==> config.mk <==
export PLATFORM = sky130hd
export DESIGN_NAME = rnp_reset_nmi_pd
export DESIGN_NICKNAME = d
export VERILOG_FILES = /design/src/rtl/rnp_pkg.sv /design/src/rtl/rnp_in_if.sv /design/src/rtl/rnp_sync_filt.sv /design/src/rtl/rnp_reset_nmi_pd.sv
export SDC_FILE = /design/constraint.sdc
export NUM_CORES = 1
export LEC_CHECK = 0
export BUFFER_PORTS_ARGS = -buffer_cell sky130_fd_sc_hd__buf_2
export CORE_ASPECT_RATIO = 1.2
export CORE_UTILIZATION = 57
export CTS_BUF_LIST = sky130_fd_sc_hd__clkbuf_4 sky130_fd_sc_hd__clkbuf_8
export CTS_CLUSTER_DIAMETER = 40
export CTS_CLUSTER_SIZE = 8
export DETAILED_ROUTE_END_ITERATION = 10
export PLACE_DENSITY = 0.84
export SYNTH_ARGS = -nofsm -noshare
export SYNTH_HDL_FRONTEND = slang
export SYNTH_SLANG_ARGS = --single-unit
==> constraint.sdc <==
create_clock -name ref_clk -period 1.6 [get_ports ref_clk]
set_clock_uncertainty 0.2 [all_clocks]
set_input_delay 0.48 -clock ref_clk [delete_from_list [all_inputs] [get_ports ref_clk]]
set_output_delay 0.48 -clock ref_clk [all_outputs]
set_load 0.02 [all_outputs]
==> src/rtl/rnp_pkg.sv <==
package rnp_pkg;
    localparam int CLK_PERIOD_NS = 8;
    localparam int RST_REJECT_NS = 10;
    localparam int RST_ACCEPT_NS = 100;
    // a pulse shorter than the reject time spans at most
    // reject/period + 1 clock edges, so one more sample is demanded
    localparam int RST_FILT_CYC = RST_REJECT_NS / CLK_PERIOD_NS + 2;
    localparam int SYNC_STAGES = 2;
    localparam int CFG_W = 2;
    localparam logic [CFG_W-1:0] CFG_RST_VAL = 2'h0;
    localparam logic [3:0] FILT_CNT_RST = 4'h0;
    typedef logic [CFG_W-1:0] rnp_cfg_t;
    typedef enum logic [1:0] {
        ST_IN_RESET,
        ST_RUN,
        ST_POWER_DOWN
    } rnp_state_t;
endpackage

==> src/rtl/rnp_in_if.sv <==
interface rnp_in_if;
    logic rst_req;
    logic nmi_lvl;
    modport src (output rst_req, output nmi_lvl);
    modport dst (input rst_req, input nmi_lvl);
endinterface

==> src/rtl/rnp_sync_filt.sv <==
module rnp_sync_filt
    import rnp_pkg::*;
#(
    parameter int FILT_CYC = RST_FILT_CYC
) (
    input wire logic ref_clk,
    input wire logic rst,
    input wire logic clk_en,
    input wire logic ext_reset_in_n,
    input wire logic nmi_in,
    rnp_in_if.src sync_out
);
    import rnp_pkg::*;

    logic s1_rst_n_r, s2_rst_n_r, s1_nmi_r, s2_nmi_r;
    logic [3:0] low_cnt_r, low_cnt_nxt;
    logic req_r, req_nxt;

    // spike filter on the synchronised reset level
    always_comb begin
        low_cnt_nxt = low_cnt_r;
        req_nxt = req_r;
        if (s2_rst_n_r) begin
            low_cnt_nxt = FILT_CNT_RST;
            req_nxt = 1'b0;
        end else if (low_cnt_r == 4'(FILT_CYC - 1)) begin
            req_nxt = 1'b1;
        end else begin
            low_cnt_nxt = low_cnt_r + 4'h1;
        end
    end

    always_ff @(posedge ref_clk or posedge rst) begin
        if (rst) begin
            s1_rst_n_r <= 1'b0;
            s2_rst_n_r <= 1'b0;
            s1_nmi_r <= 1'b1;
            s2_nmi_r <= 1'b1;
            low_cnt_r <= FILT_CNT_RST;
            req_r <= 1'b1;
        end else if (clk_en) begin
            s1_rst_n_r <= ext_reset_in_n;
            s2_rst_n_r <= s1_rst_n_r;
            s1_nmi_r <= nmi_in;
            s2_nmi_r <= s1_nmi_r;
            low_cnt_r <= low_cnt_nxt;
            req_r <= req_nxt;
        end
    end

    assign sync_out.rst_req = req_r;
    assign sync_out.nmi_lvl = s2_nmi_r;

    AST_FILT_REJECT: assert property (
        @(posedge ref_clk) disable iff (rst)
        (req_r && !$past(req_r)) |->
        (!$past(s2_rst_n_r, 1) && !$past(s2_rst_n_r, 2)
        && !$past(s2_rst_n_r, 3)))
        else $error("reset request raised without enough low samples");

    AST_NMI_SYNC: assert property (@(posedge ref_clk) disable iff (rst)
        clk_en ##1 clk_en |=> s2_nmi_r == $past(nmi_in, 2))
        else $error("nmi level not delayed by two stages");

    AST_SYNC_FREEZE: assert property (
        @(posedge ref_clk) disable iff (rst)
        !clk_en |=> $stable(s2_rst_n_r) && $stable(s2_nmi_r) && $stable(req_r))
        else $error("synchroniser moved while clock enable low");
endmodule

==> src/rtl/rnp_reset_nmi_pd.sv <==
module rnp_reset_nmi_pd
    import rnp_pkg::*;
(
    input wire logic ref_clk,
    input wire logic rst,
    input wire logic clk_en,
    input wire logic ext_reset_in_n,
    input wire logic osc_running,
    input wire logic nmi_in,
    input wire logic power_down_instruction,
    input wire logic startup_config_pin_a,
    input wire logic startup_config_pin_b,
    output logic sys_reset_r,
    output logic nmi_trap_r,
    output logic power_down_r,
    output logic pd_ignored_r,
    output rnp_pkg::rnp_cfg_t startup_cfg_r,
    output logic cfg_valid_r
);
    import rnp_pkg::*;

    rnp_in_if sync_if ();

    rnp_sync_filt #(
        .FILT_CYC(RST_FILT_CYC)
    ) u_sync (
        .ref_clk(ref_clk),
        .rst(rst),
        .clk_en(clk_en),
        .ext_reset_in_n(ext_reset_in_n),
        .nmi_in(nmi_in),
        .sync_out(sync_if.src)
    );

    rnp_state_t state_r, state_nxt;
    logic nmi_prev_r, nmi_prev_nxt;
    logic sys_reset_nxt, nmi_trap_nxt, power_down_nxt, pd_ignored_nxt;
    logic cfg_valid_nxt;
    rnp_cfg_t startup_cfg_nxt;
    logic reset_hit, nmi_fall;

    function automatic logic fall_seen(input logic prev, input logic now);
        return prev && !now;
    endfunction

    function automatic logic run_ok(input rnp_state_t st, input logic hit);
        return st == ST_RUN && !hit;
    endfunction

    function automatic rnp_cfg_t cfg_of(input logic pin_b, input logic pin_a);
        return {pin_b, pin_a};
    endfunction

    assign reset_hit = sync_if.rst_req && osc_running;
    assign nmi_fall = fall_seen(nmi_prev_r, sync_if.nmi_lvl);

    always_comb begin
        state_nxt = state_r;
        nmi_prev_nxt = sync_if.nmi_lvl;
        sys_reset_nxt = sys_reset_r;
        nmi_trap_nxt = 1'b0;
        power_down_nxt = power_down_r;
        pd_ignored_nxt = 1'b0;
        startup_cfg_nxt = startup_cfg_r;
        cfg_valid_nxt = cfg_valid_r;
        if (reset_hit) begin
            state_nxt = ST_IN_RESET;
            sys_reset_nxt = 1'b1;
            power_down_nxt = 1'b0;
            cfg_valid_nxt = 1'b0;
        end else begin
            case (state_r)
                ST_IN_RESET: begin
                    if (!sync_if.rst_req) begin
                        state_nxt = ST_RUN;
                        sys_reset_nxt = 1'b0;
                        startup_cfg_nxt = cfg_of(startup_config_pin_b,
                            startup_config_pin_a);
                        cfg_valid_nxt = 1'b1;
                    end
                end
                ST_RUN: begin
                    nmi_trap_nxt = nmi_fall;
                    if (power_down_instruction) begin
                        if (!sync_if.nmi_lvl) begin
                            state_nxt = ST_POWER_DOWN;
                            power_down_nxt = 1'b1;
                        end else begin
                            pd_ignored_nxt = 1'b1;
                        end
                    end
                end
                ST_POWER_DOWN: begin
                    power_down_nxt = 1'b1;
                end
                default: begin
                    state_nxt = ST_IN_RESET;
                    sys_reset_nxt = 1'b1;
                end
            endcase
        end
    end

    always_ff @(posedge ref_clk or posedge rst) begin
        if (rst) begin
            state_r <= ST_IN_RESET;
            nmi_prev_r <= 1'b1;
            sys_reset_r <= 1'b1;
            nmi_trap_r <= 1'b0;
            power_down_r <= 1'b0;
            pd_ignored_r <= 1'b0;
            startup_cfg_r <= CFG_RST_VAL;
            cfg_valid_r <= 1'b0;
        end else if (clk_en) begin
            state_r <= state_nxt;
            nmi_prev_r <= nmi_prev_nxt;
            sys_reset_r <= sys_reset_nxt;
            nmi_trap_r <= nmi_trap_nxt;
            power_down_r <= power_down_nxt;
            pd_ignored_r <= pd_ignored_nxt;
            startup_cfg_r <= startup_cfg_nxt;
            cfg_valid_r <= cfg_valid_nxt;
        end
    end

    AST_RESET_ENTER: assert property (
        @(posedge ref_clk) disable iff (rst)
        clk_en && sync_if.rst_req && osc_running |=>
        sys_reset_r && !power_down_r && !cfg_valid_r)
        else $error("reset request did not reset the core");

    AST_OSC_BLOCK: assert property (
        @(posedge ref_clk) disable iff (rst)
        clk_en && !osc_running && state_r != ST_IN_RESET |=> !sys_reset_r)
        else $error("reset taken while the oscillator was stopped");

    AST_FREEZE: assert property (
        @(posedge ref_clk) disable iff (rst)
        !clk_en |=> $stable(state_r) && $stable(sys_reset_r)
        && $stable(power_down_r) && $stable(nmi_trap_r)
        && $stable(pd_ignored_r) && $stable(startup_cfg_r))
        else $error("state moved while clock enable low");

    AST_NMI_TRAP: assert property (
        @(posedge ref_clk) disable iff (rst)
        clk_en && run_ok(state_r, reset_hit) && nmi_prev_r
        && !sync_if.nmi_lvl |=> nmi_trap_r
        ##1 (!nmi_trap_r || !$past(clk_en)))
        else $error("nmi fall did not give one trap pulse");

    AST_NO_FALSE_TRAP: assert property (
        @(posedge ref_clk) disable iff (rst)
        clk_en && !(nmi_prev_r && !sync_if.nmi_lvl) |=> !nmi_trap_r)
        else $error("trap raised without nmi fall");

    AST_TRAP_QUIET: assert property (
        @(posedge ref_clk) disable iff (rst)
        clk_en && state_r != ST_RUN |=> !nmi_trap_r)
        else $error("trap raised outside normal running");

    AST_TRAP_RUNNING: assert property (
        @(posedge ref_clk) disable iff (rst)
        nmi_trap_r |-> !sys_reset_r)
        else $error("trap pulse seen while the core was in reset");

    AST_PD_ENTER: assert property (
        @(posedge ref_clk) disable iff (rst)
        clk_en && run_ok(state_r, reset_hit) && power_down_instruction
        && !sync_if.nmi_lvl |=> power_down_r && !pd_ignored_r)
        else $error("power down not entered with nmi low");

    AST_PD_STAYS: assert property (
        @(posedge ref_clk) disable iff (rst)
        clk_en && power_down_r && !reset_hit |=> power_down_r)
        else $error("power down left without reset");

    AST_PD_NEEDS_INSTR: assert property (
        @(posedge ref_clk) disable iff (rst)
        clk_en && !power_down_r && !power_down_instruction |=> !power_down_r)
        else $error("power down entered without the instruction");

    AST_PD_IGNORE: assert property (
        @(posedge ref_clk) disable iff (rst)
        clk_en && run_ok(state_r, reset_hit) && power_down_instruction
        && sync_if.nmi_lvl |=> !power_down_r && pd_ignored_r)
        else $error("power down not ignored with nmi high");

    AST_IGN_PULSE: assert property (
        @(posedge ref_clk) disable iff (rst)
        clk_en && !power_down_instruction |=> !pd_ignored_r)
        else $error("ignore flag raised without the instruction");

    AST_IGN_RUNNING: assert property (
        @(posedge ref_clk) disable iff (rst)
        pd_ignored_r |-> !power_down_r && !sys_reset_r)
        else $error("ignore flag seen outside normal running");

    AST_CFG_CAPTURE: assert property (
        @(posedge ref_clk) disable iff (rst)
        $fell(sys_reset_r) |-> cfg_valid_r
        && startup_cfg_r[0] == $past(startup_config_pin_a)
        && startup_cfg_r[1] == $past(startup_config_pin_b))
        else $error("startup configuration not captured at reset end");

    AST_RESET_LEAVE: assert property (
        @(posedge ref_clk) disable iff (rst)
        clk_en && state_r == ST_IN_RESET && !sync_if.rst_req |=>
        !sys_reset_r && cfg_valid_r)
        else $error("reset end did not release the core");

    AST_CFG_STABLE: assert property (
        @(posedge ref_clk) disable iff (rst)
        clk_en && !reset_hit && state_r != ST_IN_RESET |=>
        $stable(startup_cfg_r) && cfg_valid_r)
        else $error("startup configuration changed while running");
endmodule

---- After elaboration in Yosys (flattened, before gate mapping) ----
Index checks and enable logic that the tools add are counted.
storage, ports and cells
  input port bits ......................... 9
  register bits ........................... 19
  word-level logic and storage cells ...... 67
  output and inout bits ................... 7
operators by class
  reduce and logical (&&, ||, !) cells .... 15
  mux-type cells .......................... 25
  $add $sub $neg .......................... 1
  equal/unequal tests ..................... 10
  bitwise gates (word level) .............. 2
operator list
  operator             count
  $mux 1               16
  $ne 3x3->1 const B   3
  $mux 2               4
  $mux 4               2
  $reduce_and 4->1     2
  $pmux 2 s3           1
  $reduce_and 3->1     2
  $reduce_and 5->1     1
  $add 4x1->4 const B  1
  $eq 4x2->1 const B   1
  $ne 2x1->1 const B   2
  $ne 2x2->1 const B   2
  $pmux 1 s2           2
  $reduce_and 2->1     2
  $reduce_bool 2->1    2
  $reduce_bool 3->1    1
  $eq 2x1->1 const B   1
  $eq 2x2->1 const B   1
  $logic_and 1x1->1    2
  $logic_not 2->1      1
  $not 1->1            2
  $reduce_or 2->1      1
  $logic_not 1->1      1

---- Longest topological paths before layout ----
  depth after elaboration ................. 4
  depth in mapped cells ................... 5
  mapped depth without buffers ............ 5

---- Cells and area by module ----
Synthesis repeated with hierarchy kept, for this count alone.
unflattened totals
  cell total of the unflattened synthesis .. 88
  area, all modules ....................... 1027.2 um2
by module, submodules not included
  module            sequential area each (um2)  times used  area each (um2)  cells each
  rnp_reset_nmi_pd  252.7                       1           575.6            53
  rnp_sync_filt     229.0                       1           451.7            35

---- Least setup slack after synthesis ----
No wires, ideal clock.
  path type ............................... reg2reg
  from .................................... register state_r[1]
  to ...................................... register power_down_r
  period minus slack after synthesis ...... 1.490 ns
  slack ................................... 0.110 ns
  setup time .............................. 0.128 ns
  required time ........................... 1.272 ns
  data arrival time ....................... 1.162 ns
  buffers on the path ..................... 0
  stages on the path, launching flop included .. 6
  cells stage by stage .................... dfrtp_1 > inv_1 > ha_1 > mux2_2 > a31oi_1 > a31oi_1
on the way
  word-level cells in the longest chain between the ends .. 3
  elaborated cells between the ends (all ways) .. 8
  those cells by class .................... 4 x eq/ne; 2 x mux; 2 x reduce/logical
RTL lines
  item                                                  line                     RTL
  start: declaration                                    rnp_reset_nmi_pd.sv:35   rnp_state_t state_r, state_nxt;
  start signal: assignment                              rnp_reset_nmi_pd.sv:115  state_r <= state_nxt;
  $eq 2x1->1 or $eq 2x2->1 (tied branches)              rnp_reset_nmi_pd.sv:72   case (state_r)
  $ne 3x3->1 (no line), or another cell as far along    -
  $reduce_and 4->1 (no line) or $mux 1 (tied branches)  -
  end signal: assignment                                rnp_reset_nmi_pd.sv:119  power_down_r <= power_down_nxt;
  end: declaration                                      rnp_reset_nmi_pd.sv:15   output logic power_down_r,
Several ways; a longest one is shown, not always the timed one.
A chain may end at the register's enable or synchronous reset.

---- Final worst setup path ----
  from .................................... register sys_reset_r
  to ...................................... output sys_reset_r
RTL lines
  item                      line                     RTL
  start: declaration        rnp_reset_nmi_pd.sv:13   output logic sys_reset_r,
  start signal: assignment  rnp_reset_nmi_pd.sv:117  sys_reset_r <= sys_reset_nxt;
No word-level cell between the ends.

==> metrics.md <==
| Metric | Value |
|---|---|
| Average instance area after synthesis | `11.2 um^2` |
| IO Port Bufs | `15` |
| Later-pin clock latency in the skew report | `0.29 ns` |
| Compound-cell area share of the yosys netlist | `0.138` |
| Count of flip-flops with a built-in enable after synthesis | `0` |
| Post-DP HPWL | `around 1.3 mm` |
| Commonest cells post-synth | `sky130_fd_sc_hd__dfrtp_1, sky130_fd_sc_hd__nand2_1, sky130_fd_sc_hd__inv_1` |
| GR Util All Layers | `0.209` |
| Layout fillers | `114` |
| Slack of the critical path | `-0.0279 ns` |
| Multi-input logic area | `484 um^2` |
| Layout overhead on the synthesized area | `17.9%` |
| Setup violators final | `1` |
| Residual antenna-violating net count after detailed routing | `0` |
| Number of standard-cell rows in the floorplan | `16` |
| CTS max path bufs | `2` |
| Total gr overflow | `0` |
| Final standard cell count with taps included and fillers excluded | `130` |
| Library cell with the largest summed area after synthesis | `sky130_fd_sc_hd__dfrtp_1` |
| Share of flip-flops with an asynchronous set or reset | `1.00` |
| End of the worst register-to-register path | `power_down_r$_DFFE_PP0P_` |
| Power density cells | `1600 nW/um^2` |
| Setup Total Neg Slack | `-0.0279 ns` |
| Crit path max-delay cell type | `sky130_fd_sc_hd__dfstp_2` |
| Share of Yosys cell area claimed by the top area cell type | `0.348` |
| Outcome | `finished with violations` |
| Setup repair after global routing missed its margin | `true` |
| Number of vias after detailed routing | `736` |
| Initial Util | `0.613` |
| Maximum resistive drop on vdd | `1.03 mV` |
| Parity-gate share of the synthesized area counting xor and xnor cells | `0` |
| Synthesis Warnings | `0` |
| End of the critical path | `sys_reset_r` |
| Via density per instance | `5.66` |
| Slew headroom | `0.826` |
| Number of clock sinks | `19` |
| Reg-to-reg startpoint | `state_r[1]$_DFFE_PP0P_` |
| Area contributors post-synth | `sky130_fd_sc_hd__dfrtp_1, sky130_fd_sc_hd__dfstp_2, sky130_fd_sc_hd__ha_1` |
| Static Leakage | `0.558 nW` |
| Crit end category | `primary output` |
| Violated checks | `setup timing` |
| Kind of path behind the tightest hold check | `primary input to flip-flop` |
| CP Launch Point | `sys_reset_r$_DFFE_PP1P_` |
| Post-Syn Instances | `90` |
| # nets final | `128` |
| Placer Congestion | `between 0.7 and 0.8` |
| Post-route minimum period | `1.63 ns` |
| Number of antenna violations at the first check in global routing | `0` |
| Dominant combinational cell family by area after synthesis | `simple AND/OR/NAND/NOR gates` |
| Ratio of final minimum period to clock period | `1.02` |
| Vias in the first global route | `between 600 and 700` |
| Startpoint type of the worst setup path | `flip-flop` |
| Clock tree from TritonCTS | `yes` |
| Total Die Area | `slightly below 2000 um^2` |
| Detailed Route WL | `~1.8 mm` |
| Placeable core region | `between 1500 and 2000 um^2` |
| Data arrival, critical path | `0.95 ns` |
| Number of nets in the synthesized netlist | `105` |
| Number of placed instances, taps included | `123` |
| Mapped cell area | `approximately 1000 um^2` |
| Routed length per instance | `13.9 um` |
| Family with the most delay on the worst path | `flip-flops` |
| Slew at the pin closest to its max-slew limit | `0.258 ns` |
| Worst path buffer plus inverter count | `1` |
| Maximum number of pins on one net before global-route repair | `21` |
| Critical path, cell by cell | `buf_6` |
| Count of boundary I/O pins | `16` |
| Die width | `40.4 um` |
| Reg-to-reg slack, setup | `0.04 ns` |
| Final Util | `0.723` |
| Main synth FF type | `sky130_fd_sc_hd__dfrtp_1` |
| Maximum achievable frequency | `614 MHz` |
| Clock buffer count from CTS | `3` |
| Synth Register Bits | `19` |
| Vertical die dimension | `48.0 um` |
| Number of optimization iterations in the first detailed-route pass | `4` |
| Antenna diode instance count | `0` |
| H-tree lvl count | `1` |
| CTS root buf | `sky130_fd_sc_hd__clkbuf_4` |
| Depth of the critical timing path with buffers and inverters included | `1` |
| Critical Path RT | `0.92 ns` |
| Layout cell share with drive strength beyond 1 | `0.393` |
| Maximum fanout along the worst path | `2` |
| Most frequent cell after synthesis | `sky130_fd_sc_hd__dfrtp_1` |
| Sequential element share of the synthesized area | `0.479` |
| Critical path type | `flip-flop to primary output` |
| Fin. Hold Viols | `0` |
| Final Slew Violations | `0` |
| Tot Pwr | `~1.9 mW` |
| Number of design-rule violations left by the first detailed-router iteration | `9` |
| Clock transition at path regs | `0.10 ns` |
| Reg area | `482 um^2` |
| Number of remaining DRC errors | `0` |
| Logic depth of the worst register-to-register path | `5` |
| Unique masters post-synth | `34` |
| Synthesized-area fraction occupied by and/or/nand/nor cells | `0.152` |
| Slowest Stage Delay on Critical Path | `0.55 ns` |
| Wire length of the first global-routing pass | `2.62 mm` |
| Fraction of the mapped netlist area in adder cells | `0.0746` |
| Number of violations of the max-capacitance limit | `0` |
| Multiplexer area fraction after synthesis | `0.107` |
[state kept, by name (all words and copies together) (netlist names)]
register                 count
startup_cfg_r                2
cfg_valid_r                  1
power_down_r                 1
sys_reset_r                  1
state_r                      2
u_sync.low_cnt_r             4
u_sync.s1_nmi_r              1
nmi_trap_r                   1
pd_ignored_r                 1
u_sync.sync_out.rst_req      1
u_sync.s2_rst_n_r            1
u_sync.sync_out.nmi_lvl      1
nmi_prev_r                   1
u_sync.s1_rst_n_r            1
[layout make-up]
type | count | share of cell area
clock buffers | 4 | 0.0253
repair buffers | 21 | 0.119
inverters | 7 | 0.0222
well taps | 18 | 0.0190
flip-flops and latches | 19 | 0.406
multi-input cells | 61 | 0.408
[worst min path at each step]
stage | end | cells past startpoint | slack, ns | start
2_1_floorplan | cfg_valid_r$_DFFE_PP0P_ | 1 | 0.23 | rst
3_3_place_gp | pd_ignored_r$_DFFE_PP0P_ | 1 | 0.28 | pd_ignored_r$_DFFE_PP0P_
3_5_place_dp | nmi_trap_r$_DFFE_PP0P_ | 1 | 0.28 | nmi_trap_r$_DFFE_PP0P_
4_1_cts | startup_cfg_r[1]$_DFFE_PP0P_ | 2 | 0.20 | startup_config_pin_b
5_1_grt | startup_cfg_r[1]$_DFFE_PP0P_ | 2 | 0.20 | startup_config_pin_b
6_report | startup_cfg_r[1]$_DFFE_PP0P_ | 2 | 0.21 | startup_config_pin_b
[layer usage]
| layer | routed length [um] | part of all wire | track usage | vias up |
|---|---|---|---|---|
| met4 | 23 | 0.013 | 0.120 | 0 |
| met2 | 934 | 0.52 | 0.333 | 16 |
| met3 | 62 | 0.034 | 0.0419 | 2 |
| met1 | 785 | 0.43 | 0.260 | 351 |
| met5 | 0 | 0 | 0 | - |
| li1 | - | - | - | 367 |
[metrics by stage]
| stage | worst slack [ns] | cell area, um^2 | hold WS [ns] |
|---|---|---|---|
| finish | -0.0279 | 1190 | 0.212 |
| floorplan | 0.110 | 1010 | 0.227 |
| global placement | 0.0828 | 1110 | 0.278 |
| CTS | -0.0411 | 1170 | 0.203 |
| detailed placement | -0.0134 | 1110 | 0.277 |
| global route | -0.0679 | 1190 | 0.200 |
[cell usage in the layout (no fill, tap or decap), types with 4 or more instances in the layout]
| cell type | n |
|---|---|
| sky130_fd_sc_hd__dfstp_2 | 5 |
| sky130_fd_sc_hd__mux2_2 | 6 |
| sky130_fd_sc_hd__clkbuf_4 | 4 |
| sky130_fd_sc_hd__inv_1 | 6 |
| sky130_fd_sc_hd__buf_4 | 4 |
| sky130_fd_sc_hd__dfrtp_1 | 14 |
| sky130_fd_sc_hd__ha_1 | 4 |
| sky130_fd_sc_hd__nand2_1 | 9 |
| sky130_fd_sc_hd__buf_2 | 14 |
| sky130_fd_sc_hd__o21ai_0 | 4 |
[repair_timing]
item | CTS | global route
hold buffers | 1 | 0
endpoints found under the hold margin | 14 | 0
setup buffers | 1 | 1
gates resized for setup | 3 | 4
setup endpoints to repair | 2 | 7
[logic make-up after synthesis]
family | Yosys count
adder cells (fa/ha/maj) | 6
buffers and inverters | 10
multiplexers | 9
flip-flops | 19
AO/OA/AOI/OAI | 20
AND/OR/NAND/NOR | 26
[where the power goes]
part | total, mW | internal (mW) | switching (mW)
sequential | 0.814 | 0.665 | 0.150
combinational | 0.835 | 0.417 | 0.419
clock | 0.248 | 0.114 | 0.135
(Power assumes the default switching activity.)
